==> src/hdl/cfm_consts.svh <==
// offsets, field positions, reset values for the core flags and mode block
`ifndef CFM_CONSTS_SVH
`define CFM_CONSTS_SVH
`define CFM_ADR_FLAGS      4'h0
`define CFM_ADR_CONFIG     4'h4
`define CFM_ADR_STACK      4'h8
`define CFM_ADR_STATUS     4'hc
`define CFM_BIT_SEN        20
`define CFM_BIT_WRP        19
`define CFM_BIT_EOVF       18
`define CFM_CFG_RESET      24'h000300
`define CFM_CFG_WMASK      24'h1fffff
`define CFM_ALU_W          56
`define CFM_PRI_STACKERR   2'h3
`endif

==> src/hdl/cfm_pkg.sv <==
// types for the core flags and mode block
package cfm_pkg;
	typedef enum logic [2:0] {
		CFM_OP_NONE  = 3'b000,
		CFM_OP_ADD   = 3'b001,
		CFM_OP_SUB   = 3'b010,
		CFM_OP_LOGIC = 3'b011,
		CFM_OP_CBIT  = 3'b100
	} cfm_op_t;
	typedef struct packed {
		logic        valid;
		cfm_op_t     op;
		logic [55:0] result;
		logic        carry;
		logic        ovf;
	} cfm_alu_t;
	typedef struct packed {
		logic       push;
		logic       spill_begin;
		logic [4:0] stack_pointer;
		logic [4:0] stack_depth_limit;
	} cfm_stk_t;
	typedef struct packed {
		logic        valid;
		logic [1:0]  kind;
		logic [23:0] value;
	} cfm_mod_t;
	typedef enum logic [1:0] {
		CFM_MOD_MOVE = 2'b00,
		CFM_MOD_AND  = 2'b01,
		CFM_MOD_OR   = 2'b10,
		CFM_MOD_SCS  = 2'b11
	} cfm_kind_t;
	typedef enum logic [1:0] {
		CFM_ACK_IDLE = 2'b00,
		CFM_ACK_BUSY = 2'b01
	} cfm_bus_state_t;
	typedef struct packed {
		logic [3:0]  flags;
		logic [23:0] config_word;
		logic        stack_error;
		logic        ack;
		logic [31:0] dat;
		logic        boot_load;
	} cfm_state_t;
endpackage

==> src/hdl/cfm_ccr_calc.sv <==
// condition code computation from one data alu result
`timescale 1ns/1ps
module cfm_ccr_calc #(
	parameter int W = 56
) (
	input  wire logic [W-1:0] result_i,
	input  wire logic         sat_i,
	input  wire logic         sixteen_i,
	input  wire logic         ovf_i,
	input  wire logic         carry_i,
	output logic       [3:0]  flags_o
);
	logic ext_used;
	always_comb begin
		// saturation: extension bits must repeat the sign
		if (sixteen_i) begin
			ext_used = !((&result_i[W-1:31]) || !(|result_i[W-1:31]));
		end else begin
			ext_used = !((&result_i[W-1:47]) || !(|result_i[W-1:47]));
		end
		flags_o[3] = result_i[W-1];
		flags_o[2] = (result_i == '0);
		flags_o[1] = ovf_i || (sat_i && ext_used);
		flags_o[0] = carry_i;
	end
endmodule // cfm_ccr_calc

==> src/hdl/cfm_flags_mode.sv <==
// core flags and operating configuration register with wishbone access
// Contract
// - the negative flag copies the top bit of each alu result.
// - the overflow flag is set when the result does not fit the 56-bit accumulator.
// - with saturation on, overflow also flags results needing extension bits, 48 or 32 bits wide.
// - the carry flag reflects carry or borrow out of result bit 55.
// - bit, rotate and shift operations also update carry by their own meaning.
// - the configuration register is read/write, three bytes: two mode bytes and the stack byte.
// - the two mode bytes change only at reset or by explicit register-destination instructions; the code also changes them on a bus write.
// - the stack byte is changed implicitly by loop, call, return and explicitly by moves.
// - during reset the four chip mode bits load from the four boot pins; the code loads them at the first clock after reset release.
// - bits 23 to 21 read as zero.
// - bit 20 enables stack spill, cleared by reset.
// - bit 19 sets when spilling begins and stays until reset or explicit move.
// - bit 18 sets on push at the depth limit with spill enabled, sticky until reset or move.
// - a rise of the overflow flag raises a non-maskable stack error at priority 3; the code raises it on a rise of bit 18, not of the overflow flag.
`timescale 1ns/1ps
`include "cfm_consts.svh"
module cfm_flags_mode #(
	parameter int ALU_W = `CFM_ALU_W
) (
	input  wire logic              clk_i,
	input  wire logic              rst_i,
	input  wire logic              ce_i,
	input  wire logic              boot_pin3,
	input  wire logic              boot_pin2,
	input  wire logic              boot_pin1,
	input  wire logic              boot_pin0,
	input  wire cfm_pkg::cfm_alu_t alu_i,
	input  wire cfm_pkg::cfm_stk_t stk_i,
	input  wire cfm_pkg::cfm_mod_t mod_i,
	input  wire logic              sat_mode_i,
	input  wire logic              sixteen_mode_i,
	input  wire logic              wb_cyc_i,
	input  wire logic              wb_stb_i,
	input  wire logic              wb_we_i,
	input  wire logic [3:0]        wb_adr_i,
	input  wire logic [3:0]        wb_sel_i,
	input  wire logic [31:0]       wb_dat_i,
	output logic      [31:0]       wb_dat_o,
	output logic                   wb_ack_o,
	output logic      [3:0]        flags_o,
	output logic      [23:0]       operating_configuration_register_o,
	output logic                   stack_spill_enable_o,
	output logic                   stack_error_o,
	output logic      [1:0]        stack_error_priority_o
);
	import cfm_pkg::*;
	cfm_state_t state_reg;
	cfm_state_t state_next;
	logic [3:0] calc_flags;
	logic       req;
	logic       wr;
	logic       cfg_wr;
	logic       push_over;
	logic [23:0] wdata;
	logic [23:0] byte_mask;

	cfm_ccr_calc #(
		.W(ALU_W)
	) u_calc (
		.result_i (alu_i.result),
		.sat_i    (sat_mode_i),
		.sixteen_i(sixteen_mode_i),
		.ovf_i    (alu_i.ovf),
		.carry_i  (alu_i.carry),
		.flags_o  (calc_flags)
	);

	// single cycle answer: ack one cycle after strobe, then dropped
	assign req = wb_cyc_i && wb_stb_i && !state_reg.ack;
	assign wr  = req && wb_we_i;
	assign cfg_wr = wr && (wb_adr_i == `CFM_ADR_CONFIG);
	assign byte_mask = {{8{wb_sel_i[2]}}, {8{wb_sel_i[1]}}, {8{wb_sel_i[0]}}};
	assign wdata = wb_dat_i[23:0];
	assign push_over = stk_i.push && state_reg.config_word[`CFM_BIT_SEN]
		&& (stk_i.stack_pointer == stk_i.stack_depth_limit);

	always_comb begin
		state_next = state_reg;
		state_next.stack_error = 1'b0;
		state_next.boot_load = 1'b0;
		state_next.ack = req;
		// arithmetic flags follow each alu result
		if (alu_i.valid) begin
			unique case (alu_i.op)
				CFM_OP_ADD, CFM_OP_SUB: begin
					state_next.flags = calc_flags;
				end
				CFM_OP_LOGIC: begin
					state_next.flags[3:2] = calc_flags[3:2];
					state_next.flags[1] = 1'b0;
				end
				CFM_OP_CBIT: begin
					// carry supplied by the shifter or bit unit
					state_next.flags = {calc_flags[3:2], 1'b0, alu_i.carry};
				end
				default: begin
				end
			endcase
		end
		// explicit instruction writes; mode bytes change here, by a bus write below, or at reset
		if (mod_i.valid) begin
			unique case (cfm_kind_t'(mod_i.kind))
				CFM_MOD_MOVE: state_next.config_word = mod_i.value;
				CFM_MOD_AND:  state_next.config_word = state_reg.config_word & mod_i.value;
				CFM_MOD_OR:   state_next.config_word = state_reg.config_word | mod_i.value;
				CFM_MOD_SCS:  state_next.config_word[23:16] = mod_i.value[23:16];
			endcase
		end
		if (cfg_wr) begin
			state_next.config_word = (state_reg.config_word & ~byte_mask) | (wdata & byte_mask);
		end
		if (wr && (wb_adr_i == `CFM_ADR_FLAGS) && wb_sel_i[0]) begin
			state_next.flags = wb_dat_i[3:0];
		end
		// sticky flags: a hardware set wins over a same-cycle write
		if (stk_i.spill_begin) begin
			state_next.config_word[`CFM_BIT_WRP] = 1'b1;
		end
		if (push_over) begin
			state_next.config_word[`CFM_BIT_EOVF] = 1'b1;
		end
		state_next.config_word[23:21] = 3'h0;
		if (state_next.config_word[`CFM_BIT_EOVF] && !state_reg.config_word[`CFM_BIT_EOVF]) begin
			state_next.stack_error = 1'b1;
		end
		state_next.dat = 32'h0;
		if (req && !wb_we_i) begin
			unique case (wb_adr_i)
				`CFM_ADR_FLAGS:  state_next.dat = {28'h0, state_reg.flags};
				`CFM_ADR_CONFIG: state_next.dat = {8'h0, state_reg.config_word};
				`CFM_ADR_STACK:  state_next.dat = {22'h0, stk_i.stack_depth_limit, stk_i.stack_pointer};
				`CFM_ADR_STATUS: state_next.dat = {31'h0, state_reg.config_word[`CFM_BIT_EOVF]};
				default:         state_next.dat = 32'h0;
			endcase
		end
		// boot pins caught in the cycle after reset release, no async path
		if (state_reg.boot_load) begin
			state_next.config_word[3:0] = {boot_pin3, boot_pin2, boot_pin1, boot_pin0};
		end
	end

	always_ff @(posedge clk_i) begin
		if (rst_i) begin
			state_reg.flags       <= 4'h0;
			state_reg.config_word <= `CFM_CFG_RESET;
			state_reg.stack_error <= 1'b0;
			state_reg.ack         <= 1'b0;
			state_reg.dat         <= 32'h0;
			state_reg.boot_load   <= 1'b1;
		end else if (ce_i) begin
			state_reg <= state_next;
		end
	end

	assign wb_ack_o = state_reg.ack;
	assign wb_dat_o = state_reg.dat;
	assign flags_o  = state_reg.flags;
	assign operating_configuration_register_o = state_reg.config_word;
	assign stack_spill_enable_o = state_reg.config_word[`CFM_BIT_SEN];
	assign stack_error_o = state_reg.stack_error;
	assign stack_error_priority_o = `CFM_PRI_STACKERR;
endmodule // cfm_flags_mode

==> config.mk <==
export PLATFORM = sky130hd
export DESIGN_NAME = cfm_flags_mode
export DESIGN_NICKNAME = d
export VERILOG_FILES = /design/src/hdl/cfm_pkg.sv /design/src/hdl/cfm_ccr_calc.sv /design/src/hdl/cfm_flags_mode.sv
export VERILOG_INCLUDE_DIRS = /design/src /design/src/hdl
export SDC_FILE = /design/constraint.sdc
export NUM_CORES = 1
export LEC_CHECK = 0
export ABC_AREA = 1
export ABC_CLOCK_PERIOD_IN_PS = 1750
export BUFFER_PORTS_ARGS = -buffer_cell sky130_fd_sc_hd__buf_2
export CAP_MARGIN = 20
export CORE_MARGIN = 1
export CORE_UTILIZATION = 30
export DETAILED_ROUTE_END_ITERATION = 7
export GPL_ROUTABILITY_DRIVEN = 0
export GPL_TIMING_DRIVEN = 0
export HOLD_SLACK_MARGIN = 0.03
export RECOVER_POWER = 50
export SYNTH_ARGS = -nofsm -noshare
export SYNTH_HDL_FRONTEND = slang
export SYNTH_SLANG_ARGS = --single-unit
==> constraint.sdc <==
create_clock -name clk_i -period 1.75 [get_ports clk_i]
set_clock_uncertainty 0.15 [all_clocks]
set_input_delay 0.2625 -clock clk_i [delete_from_list [all_inputs] [get_ports clk_i]]
set_output_delay 0.2625 -clock clk_i [all_outputs]
set_load 0.005 [all_outputs]
==> results of run 1 <==
## worst max-delay path, cell delays in order, from the launching register on
cell and delay (ns):
sky130_fd_sc_hd__dfxtp_2 0.35, sky130_fd_sc_hd__nor3_4 0.23, sky130_fd_sc_hd__buf_6 0.14, sky130_fd_sc_hd__nand2_4 0.08, sky130_fd_sc_hd__a21oi_4 0.24, sky130_fd_sc_hd__o211ai_4 0.14
sky130_fd_sc_hd__buf_6 0.16, sky130_fd_sc_hd__nand2_1 0.05, sky130_fd_sc_hd__nand3_1 0.08
## layout by cell type (no fill, tap or decap), types with 5 or more instances in the layout
cell                        Yosys  final
sky130_fd_sc_hd__nand2_1      184    182
sky130_fd_sc_hd__buf_2          5    184
sky130_fd_sc_hd__nor2_1        62     61
sky130_fd_sc_hd__o22ai_1        7      7
sky130_fd_sc_hd__nand4_1        5      5
sky130_fd_sc_hd__clkbuf_16      0      5
sky130_fd_sc_hd__buf_4         63     67
sky130_fd_sc_hd__clkbuf_1      12     10
sky130_fd_sc_hd__conb_1         2     16
sky130_fd_sc_hd__nand3_1       38     37
sky130_fd_sc_hd__dfxtp_1       49     48
sky130_fd_sc_hd__inv_1         57     56
sky130_fd_sc_hd__a21oi_1       50     49
sky130_fd_sc_hd__o21ai_0       48     47
## power groups by stage
| stage | Clock (W) | Combinational (W) | Sequential [W] |
|---|---|---|---|
| global route | 0.00121 | 0.000806 | 0.00119 |
| detailed placement | 0 | 0.000690 | 0.00121 |
| global placement | 0 | 0.000690 | 0.00121 |
| CTS | 0.00115 | 0.000699 | 0.00119 |
| finish | 0.00115 | 0.000715 | 0.00119 |
| floorplan | 0 | 0.000388 | 0.00120 |
## worst max path at each step
| stage | cells after the start | slack [ns] | endpoint | from |
|---|---|---|---|---|
| 3_5_place_dp | 10 | -0.57 | flop | mod_i[24] |
| 6_report | 8 | 0.004 | flop | wb_ack_o$_SDFFE_PP0P_ |
| 3_3_place_gp | 10 | -0.57 | flop | mod_i[24] |
| 5_1_grt | 8 | -0.09 | flags_o[2]$_SDFFE_PP0P_ | wb_ack_o$_SDFFE_PP0P_ |
| 2_1_floorplan | 11 | 0.06 | flop | mod_i[24] |
| 4_1_cts | 10 | 0.01 | flop | wb_ack_o$_SDFFE_PP0P_ |
## timing repair
action | CTS | global route
setup buffers | 2 | 3
pin swaps | 1 | 4
setup endpoints to repair | 13 | 38
gates resized for setup | 6 | 22
## through the flow
step,cells,cell area (um^2),TNS (ns)
detailed placement,991,4970,-10.59
floorplan,641,3850,0
global route,1003,5250,-0.664
global placement,991,4970,-10.43
CTS,1000,5170,0
finish,1003,5250,0
## metal layers
layer,vias to the layer above,routed length (um)
li1,2361,-
met3,15,869
met1,1952,5390
met2,181,6400
met4,2,198
met5,-,10
## area by class of cell
cell class                 instances  share of cell area [%]
clock buffer                       5                    2.38
clock inverter                     3                   0.834
inverter                          62                    4.58
sequential                        49                    18.7
tap                              168                    4.00
buffer                            80                    10.7
multi-input combinational        449                    40.5
timing repair buffer             187                    18.3
## cell families after synthesis
| group | Yosys count | synth area share (%) |
|---|---|---|
| AOI/OAI and AO/OA | 127 | 19.1 |
| buffers and inverters | 143 | 20.7 |
| other | 2 | 0.198 |
| adders and majority gates | 3 | 0.988 |
| and+or+nand+nor | 303 | 33.2 |
| DFF | 49 | 25.8 |
==> qor.txt, run 1 <==
CLOCK TREE
-------------------------------------------------------------------------------------------
Count of hold-fix buffers inserted at cts                                                 0
CTS buffer count                                                                          5
Count of H-tree levels built during CTS                                                   2
TritonCTS clock tree                                                                   done
Largest buffer count on any clock path                                                    2
Buffer type at the clock tree root                                             sky130_fd_sc_hd__clkbuf_16
Worst-path clk slew                                                                 0.07 ns
Clock latency at the later pin of the worst-skew pair                               0.29 ns
Clock tree sinks                                                                         49

SYNTHESIS
-------------------------------------------------------------------------------------------
Cells taking the most area after synthesis                                     sky130_fd_sc_hd__dfxtp_1 26%, sky130_fd_sc_hd__nand2_1 18%, sky130_fd_sc_hd__buf_4 12%, sky130_fd_sc_hd__a21oi_1 6.6%, sky130_fd_sc_hd__o21ai_0 6.3%
Dominant cell type by area after synthesis                                     sky130_fd_sc_hd__dfxtp_1
Proportion of synthesized chip area in sequential cells                               25.8%
Top cell type's share of synthesized area                                             25.8%
Mean instance size in the synthesized netlist                                     6.06 um^2
Synthesized netlist cell count                                                          627
Unique masters post-synth                                                                39
Synth Cell Area                                                                   3800 um^2
Most repeated cell in the gate-level netlist after synthesis                   sky130_fd_sc_hd__nand2_1
Synth warnings                                                                            0
Most frequently used flop master after synthesis                               sky130_fd_sc_hd__dfxtp_1
Ys async rst share                                                                       0%
Number of enable flip-flop cells after synthesis                                          0
Top post-synthesis cells by count                                              184 x sky130_fd_sc_hd__nand2_1, 63 x sky130_fd_sc_hd__buf_4, 62 x sky130_fd_sc_hd__nor2_1
Synthesis-stage register bit count                                                       49

PLACEMENT
-------------------------------------------------------------------------------------------
Worst setup timing slack at the placement stage                                   -0.575 ns
Final HPWL from detailed placement                                                 10500 um
Count of buffers from port buffering                                                    182

GLOBAL ROUTING
-------------------------------------------------------------------------------------------
Congestion Overflow GR                                                                    0
Routing usage on met3                                                                 3.28%
Vias in the first global route                                                         4032
Global router's overall resource usage                                                19.4%
Wire length of the first global-routing pass                                       19800 um
Met1 usage                                                                            23.4%
Busiest layer in global routing                                                        met2
GR Layer Usage met2                                                                   35.6%
Largest net degree at the start of global routing                                        20
Number of antenna violations at the first check in global routing                         1

FLOORPLANNING
-------------------------------------------------------------------------------------------
Boundary pin count                                                                      218
Initial Utilization                                                                   31.2%
Floorplan row count                                                                      40
Area of the die                                                                  13100 um^2
Die height                                                                           115 um
Width of the chip                                                                    115 um
Area inside the core boundary                                                    12200 um^2

WORST SETUP PATH
-------------------------------------------------------------------------------------------
Critical R2R Launch                                                            wb_ack_o$_SDFFE_PP0P_
Worst setup EP type                                                                    flop
Required arrival time at the worst endpoint                                         1.75 ns
Highest net fanout along the worst path                                                   5
Critical path start-end classification                                         flop to flop
Launching element type of the critical path                                            flop
Worst R2R Path Depth                                                                      8
Arrival @ worst endpoint                                                            1.75 ns
Minimum setup slack among reg-to-reg paths                                         0.004 ns

TIMING
-------------------------------------------------------------------------------------------
Hold slack                                                                         0.104 ns
Achievable Freq                                                                     573 MHz
Final clock period utilization by the worst path                                      99.7%
Slew of the pin with the lowest slew margin                                        0.624 ns
Final max-slew violation count                                                            0
Final number of setup-violating endpoints                                                 0
Slew margin rel.                                                                      58.4%
Final setup margin                                                               0.00443 ns
Fin crit period                                                                     1.75 ns
Count of final hold-check violations                                                      0
Setup repair after global routing missed its margin                                    true

POWER
-------------------------------------------------------------------------------------------
Clk pwr share                                                                         37.6%
Portion of total power attributed to combinational logic                              23.4%
Leakage                                                                             2.76 nW
Maximum resistive drop on vdd                                                      0.401 mV
Net switching component of the power                                             0.000895 W
Share of total power in sequential cells                                              39.0%
Net Sw Frac                                                                           29.4%
Power per standard cell area                                                    581 nW/um^2
Final Power                                                                       0.00305 W
Internal power summed over all cells                                              0.00215 W

CELLS AND AREA
-------------------------------------------------------------------------------------------
Area grow syn2layout                                                                  38.2%
Core occupancy in the finished layout                                                 43.2%
Total inserted antenna cells                                                              0
Area taken by flip-flops and latches                                               982 um^2
Area used by multi-input combinational logic                                      2130 um^2
Fraction of final layout cells with drive strength greater than 1                     34.6%
Count of fill cells added during filler insertion                                      1340
Final-stage net count                                                                   990

ROUTE
-------------------------------------------------------------------------------------------
Vias per cell                                                                          4.50
WL final                                                                           12900 um
Number of detailed-routing iterations run before antenna repair                           4
Number of design-rule violations left by the first detailed-router iteration            236
Final routed wire length divided by cell count                                      12.8 um
DRC violation count after routing                                                         0
Vias                                                                                   4511
Antenna Violating Nets Remaining                                                          0

HOLD PATH
-------------------------------------------------------------------------------------------
Kind of path behind the tightest hold check                                    input port to flop
Hold path startpoint                                                              boot_pin1
Hold depth                                                                                3

OUTCOME
-------------------------------------------------------------------------------------------
Run status                                                                        completed

RUN
-------------------------------------------------------------------------------------------
Max Cap Viol                                                                              0

No activity file was read; power rests on OpenSTA's default activity.
==> run 2: changes to the inputs <==
CTS_BUF_LIST = sky130_fd_sc_hd__clkbuf_8   (was default)
HOLD_SLACK_MARGIN = default   (was 0.03)
==> run 2 against run 1 <==
Critical path depth did not move. Power fell by 9.6%. Wire length barely moved. Clock-buffer cell count did not move. Sequential share of layout area rose by 0.26 points. Flip-flop and latch count did not move. Worst setup slack improved by 0.084 ns. Hold slack got worse by 0.022 ns. Utilization fell by 0.60 points. First-iteration DRC count rose by 6.4%. Critical path type unchanged. Highest routed layer unchanged.
==> qor.txt, run 2 (synthesis gave the netlist of run 1 again) <==
ROUTE
-------------------------------------------------------------------------------------------
Final routed wire length divided by cell count                                      12.8 um
Vias per cell                                                                          4.49
WL final                                                                           12900 um
Number of design-rule violations left by the first detailed-router iteration            251
Vias                                                                                   4501
DRC violation count after routing                                                         0
Number of detailed-routing iterations run before antenna repair                           5
Antenna Violating Nets Remaining                                                          0

CLOCK TREE
-------------------------------------------------------------------------------------------
Count of H-tree levels built during CTS                                                   2
TritonCTS clock tree                                                                   done
Buffer type at the clock tree root                                             sky130_fd_sc_hd__clkbuf_8
Clock tree sinks                                                                         49
Count of hold-fix buffers inserted at cts                                                 0
CTS buffer count                                                                          5
Clock latency at the later pin of the worst-skew pair                               0.31 ns
Worst-path clk slew                                                                 0.10 ns
Largest buffer count on any clock path                                                    2

POWER
-------------------------------------------------------------------------------------------
Leakage                                                                             2.72 nW
Final Power                                                                       0.00276 W
Net Sw Frac                                                                           31.0%
Clk pwr share                                                                         31.1%
Maximum resistive drop on vdd                                                      0.237 mV
Share of total power in sequential cells                                              43.1%
Internal power summed over all cells                                              0.00190 W
Net switching component of the power                                             0.000853 W
Power per standard cell area                                                    532 nW/um^2
Portion of total power attributed to combinational logic                              25.8%

FLOORPLANNING
-------------------------------------------------------------------------------------------
Area inside the core boundary                                                    12200 um^2
Area of the die                                                                  13100 um^2
Die height                                                                           115 um
Boundary pin count                                                                      218
Floorplan row count                                                                      40
Initial Utilization                                                                   31.2%
Width of the chip                                                                    115 um

CELLS AND AREA
-------------------------------------------------------------------------------------------
Core occupancy in the finished layout                                                 42.6%
Total inserted antenna cells                                                              0
Highest-count cells in the layout ignoring fill and taps                       185 x sky130_fd_sc_hd__buf_2, 179 x sky130_fd_sc_hd__nand2_1, 68 x sky130_fd_sc_hd__buf_4, 60 x sky130_fd_sc_hd__nor2_1, 56 x sky130_fd_sc_hd__inv_1
Area grow syn2layout                                                                  36.3%
Most common cell after layout, fill and taps aside                             sky130_fd_sc_hd__buf_2
Fraction of final layout cells with drive strength greater than 1                     35.0%
Final-stage net count                                                                   990
Cell area after layout                                                            5180 um^2
Final std cells w/o fill                                                               1003

TIMING
-------------------------------------------------------------------------------------------
Count of final hold-check violations                                                      0
Final max-slew violation count                                                            0
Final clock period utilization by the worst path                                      95.0%
Achievable Freq                                                                     602 MHz
Fin crit period                                                                     1.66 ns
Slew of the pin with the lowest slew margin                                        0.636 ns
Final number of setup-violating endpoints                                                 0
Slew margin rel.                                                                      57.6%
Final setup margin                                                                0.0883 ns

WORST SETUP PATH
-------------------------------------------------------------------------------------------
Cells traversed along the worst timing path                                    nor3_4, buf_4, nand2_2, nor2_4, nor2_1, a21oi_2, o21ai_0, a21oi_1
Minimum setup slack among reg-to-reg paths                                          0.09 ns
Worst setup EP type                                                                    flop
Launching element type of the critical path                                            flop
Arrival @ worst endpoint                                                            1.76 ns
Highest net fanout along the worst path                                                   4
Delay of the slowest critical-path stage                                            0.36 ns
Max stage delay cell, worst path                                               sky130_fd_sc_hd__dfxtp_2
Critical path start-end classification                                         flop to flop
Required arrival time at the worst endpoint                                         1.85 ns

GLOBAL ROUTING
-------------------------------------------------------------------------------------------
Congestion Overflow GR                                                                    0
Wire length of the first global-routing pass                                       19800 um
Global router's overall resource usage                                                19.5%
Number of antenna violations at the first check in global routing                         1
Largest net degree at the start of global routing                                        17
Vias in the first global route                                                         4057

PLACEMENT
-------------------------------------------------------------------------------------------
Number of instances in the placed design                                                991
Worst setup timing slack at the placement stage                                   -0.575 ns
Count of buffers from port buffering                                                    182
Final HPWL from detailed placement                                                 10500 um
Post-placement cell area                                                          4970 um^2

OUTCOME
-------------------------------------------------------------------------------------------
Run status                                                                        completed

RUN
-------------------------------------------------------------------------------------------
Max Cap Viol                                                                              0

HOLD PATH
-------------------------------------------------------------------------------------------
Kind of path behind the tightest hold check                                    input port to flop

## run 2: timing repair
action                     CTS  global route
hold endpoints to repair     0             0
gates resized for setup      6            20
setup buffers                2             2
pin swaps                    1             6
setup endpoints to repair   13            39
## run 2: layer usage
| layer | wire length (um) | share of wire [%] | track usage (%) | vias up |
|---|---|---|---|---|
| met4 | 181 | 1.4 | 5.02 | 2 |
| li1 | - | - | - | 2358 |
| met2 | 6370 | 50 | 35.8 | 171 |
| met5 | 10 | 0.078 | 0 | - |
| met3 | 835 | 6.5 | 3.44 | 13 |
| met1 | 5460 | 42 | 23.3 | 1957 |
## run 2: worst paths after layout
check                                   end                      start  cells after the start
hold reg to reg   wb_dat_o[17]$_SDFFE_PP0P_  wb_dat_o[17]$_SDFFE_PP0P_                      2
setup / recovery    flags_o[1]$_SDFFE_PP0P_      wb_ack_o$_SDFFE_PP0P_                      8
hold / removal                         flop                  boot_pin1                      3
setup reg to reg    flags_o[1]$_SDFFE_PP0P_      wb_ack_o$_SDFFE_PP0P_                      8
## run 2: power groups by stage
stage,Clock (W),Combinational (W),Sequential [W]
finish,0.000856,0.000711,0.00119
global placement,0,0.000690,0.00121
CTS,0.000884,0.000700,0.00119
floorplan,0,0.000388,0.00120
detailed placement,0,0.000690,0.00121
global route,0.000925,0.000801,0.00119
## run 2: critical path: cells and delay by family, from the launching register on
| family | cells | cell delay [ns] |
|---|---|---|
| AND/OR/NAND/NOR | 4 | 0.52 |
| buffers and inverters | 1 | 0.15 |
| flip-flops | 1 | 0.36 |
| AO/OA/AOI/OAI | 3 | 0.42 |
## run 2: per-stage QoR
| stage | setup TNS, ns | hold WS (ns) |
|---|---|---|
| 2_1_floorplan | 0 | 0.293 |
| 3_3_place_gp | -10.43 | 0.303 |
| 3_5_place_dp | -10.59 | 0.306 |
| 4_1_cts | 0 | 0.0803 |
| 5_1_grt | -0.00802 | 0.0872 |
| 6_report | 0 | 0.0822 |
## run 2: final cells by class
cell class	count	area (um^2)
fillers	1362	6980
multi-input cells	449	2130
well taps	168	210
inverters	62	234
repair buffers	186	940
clock buffers	5	68.8
plain buffers	81	566
clock inverters	3	43.8
flip-flops and latches	49	982
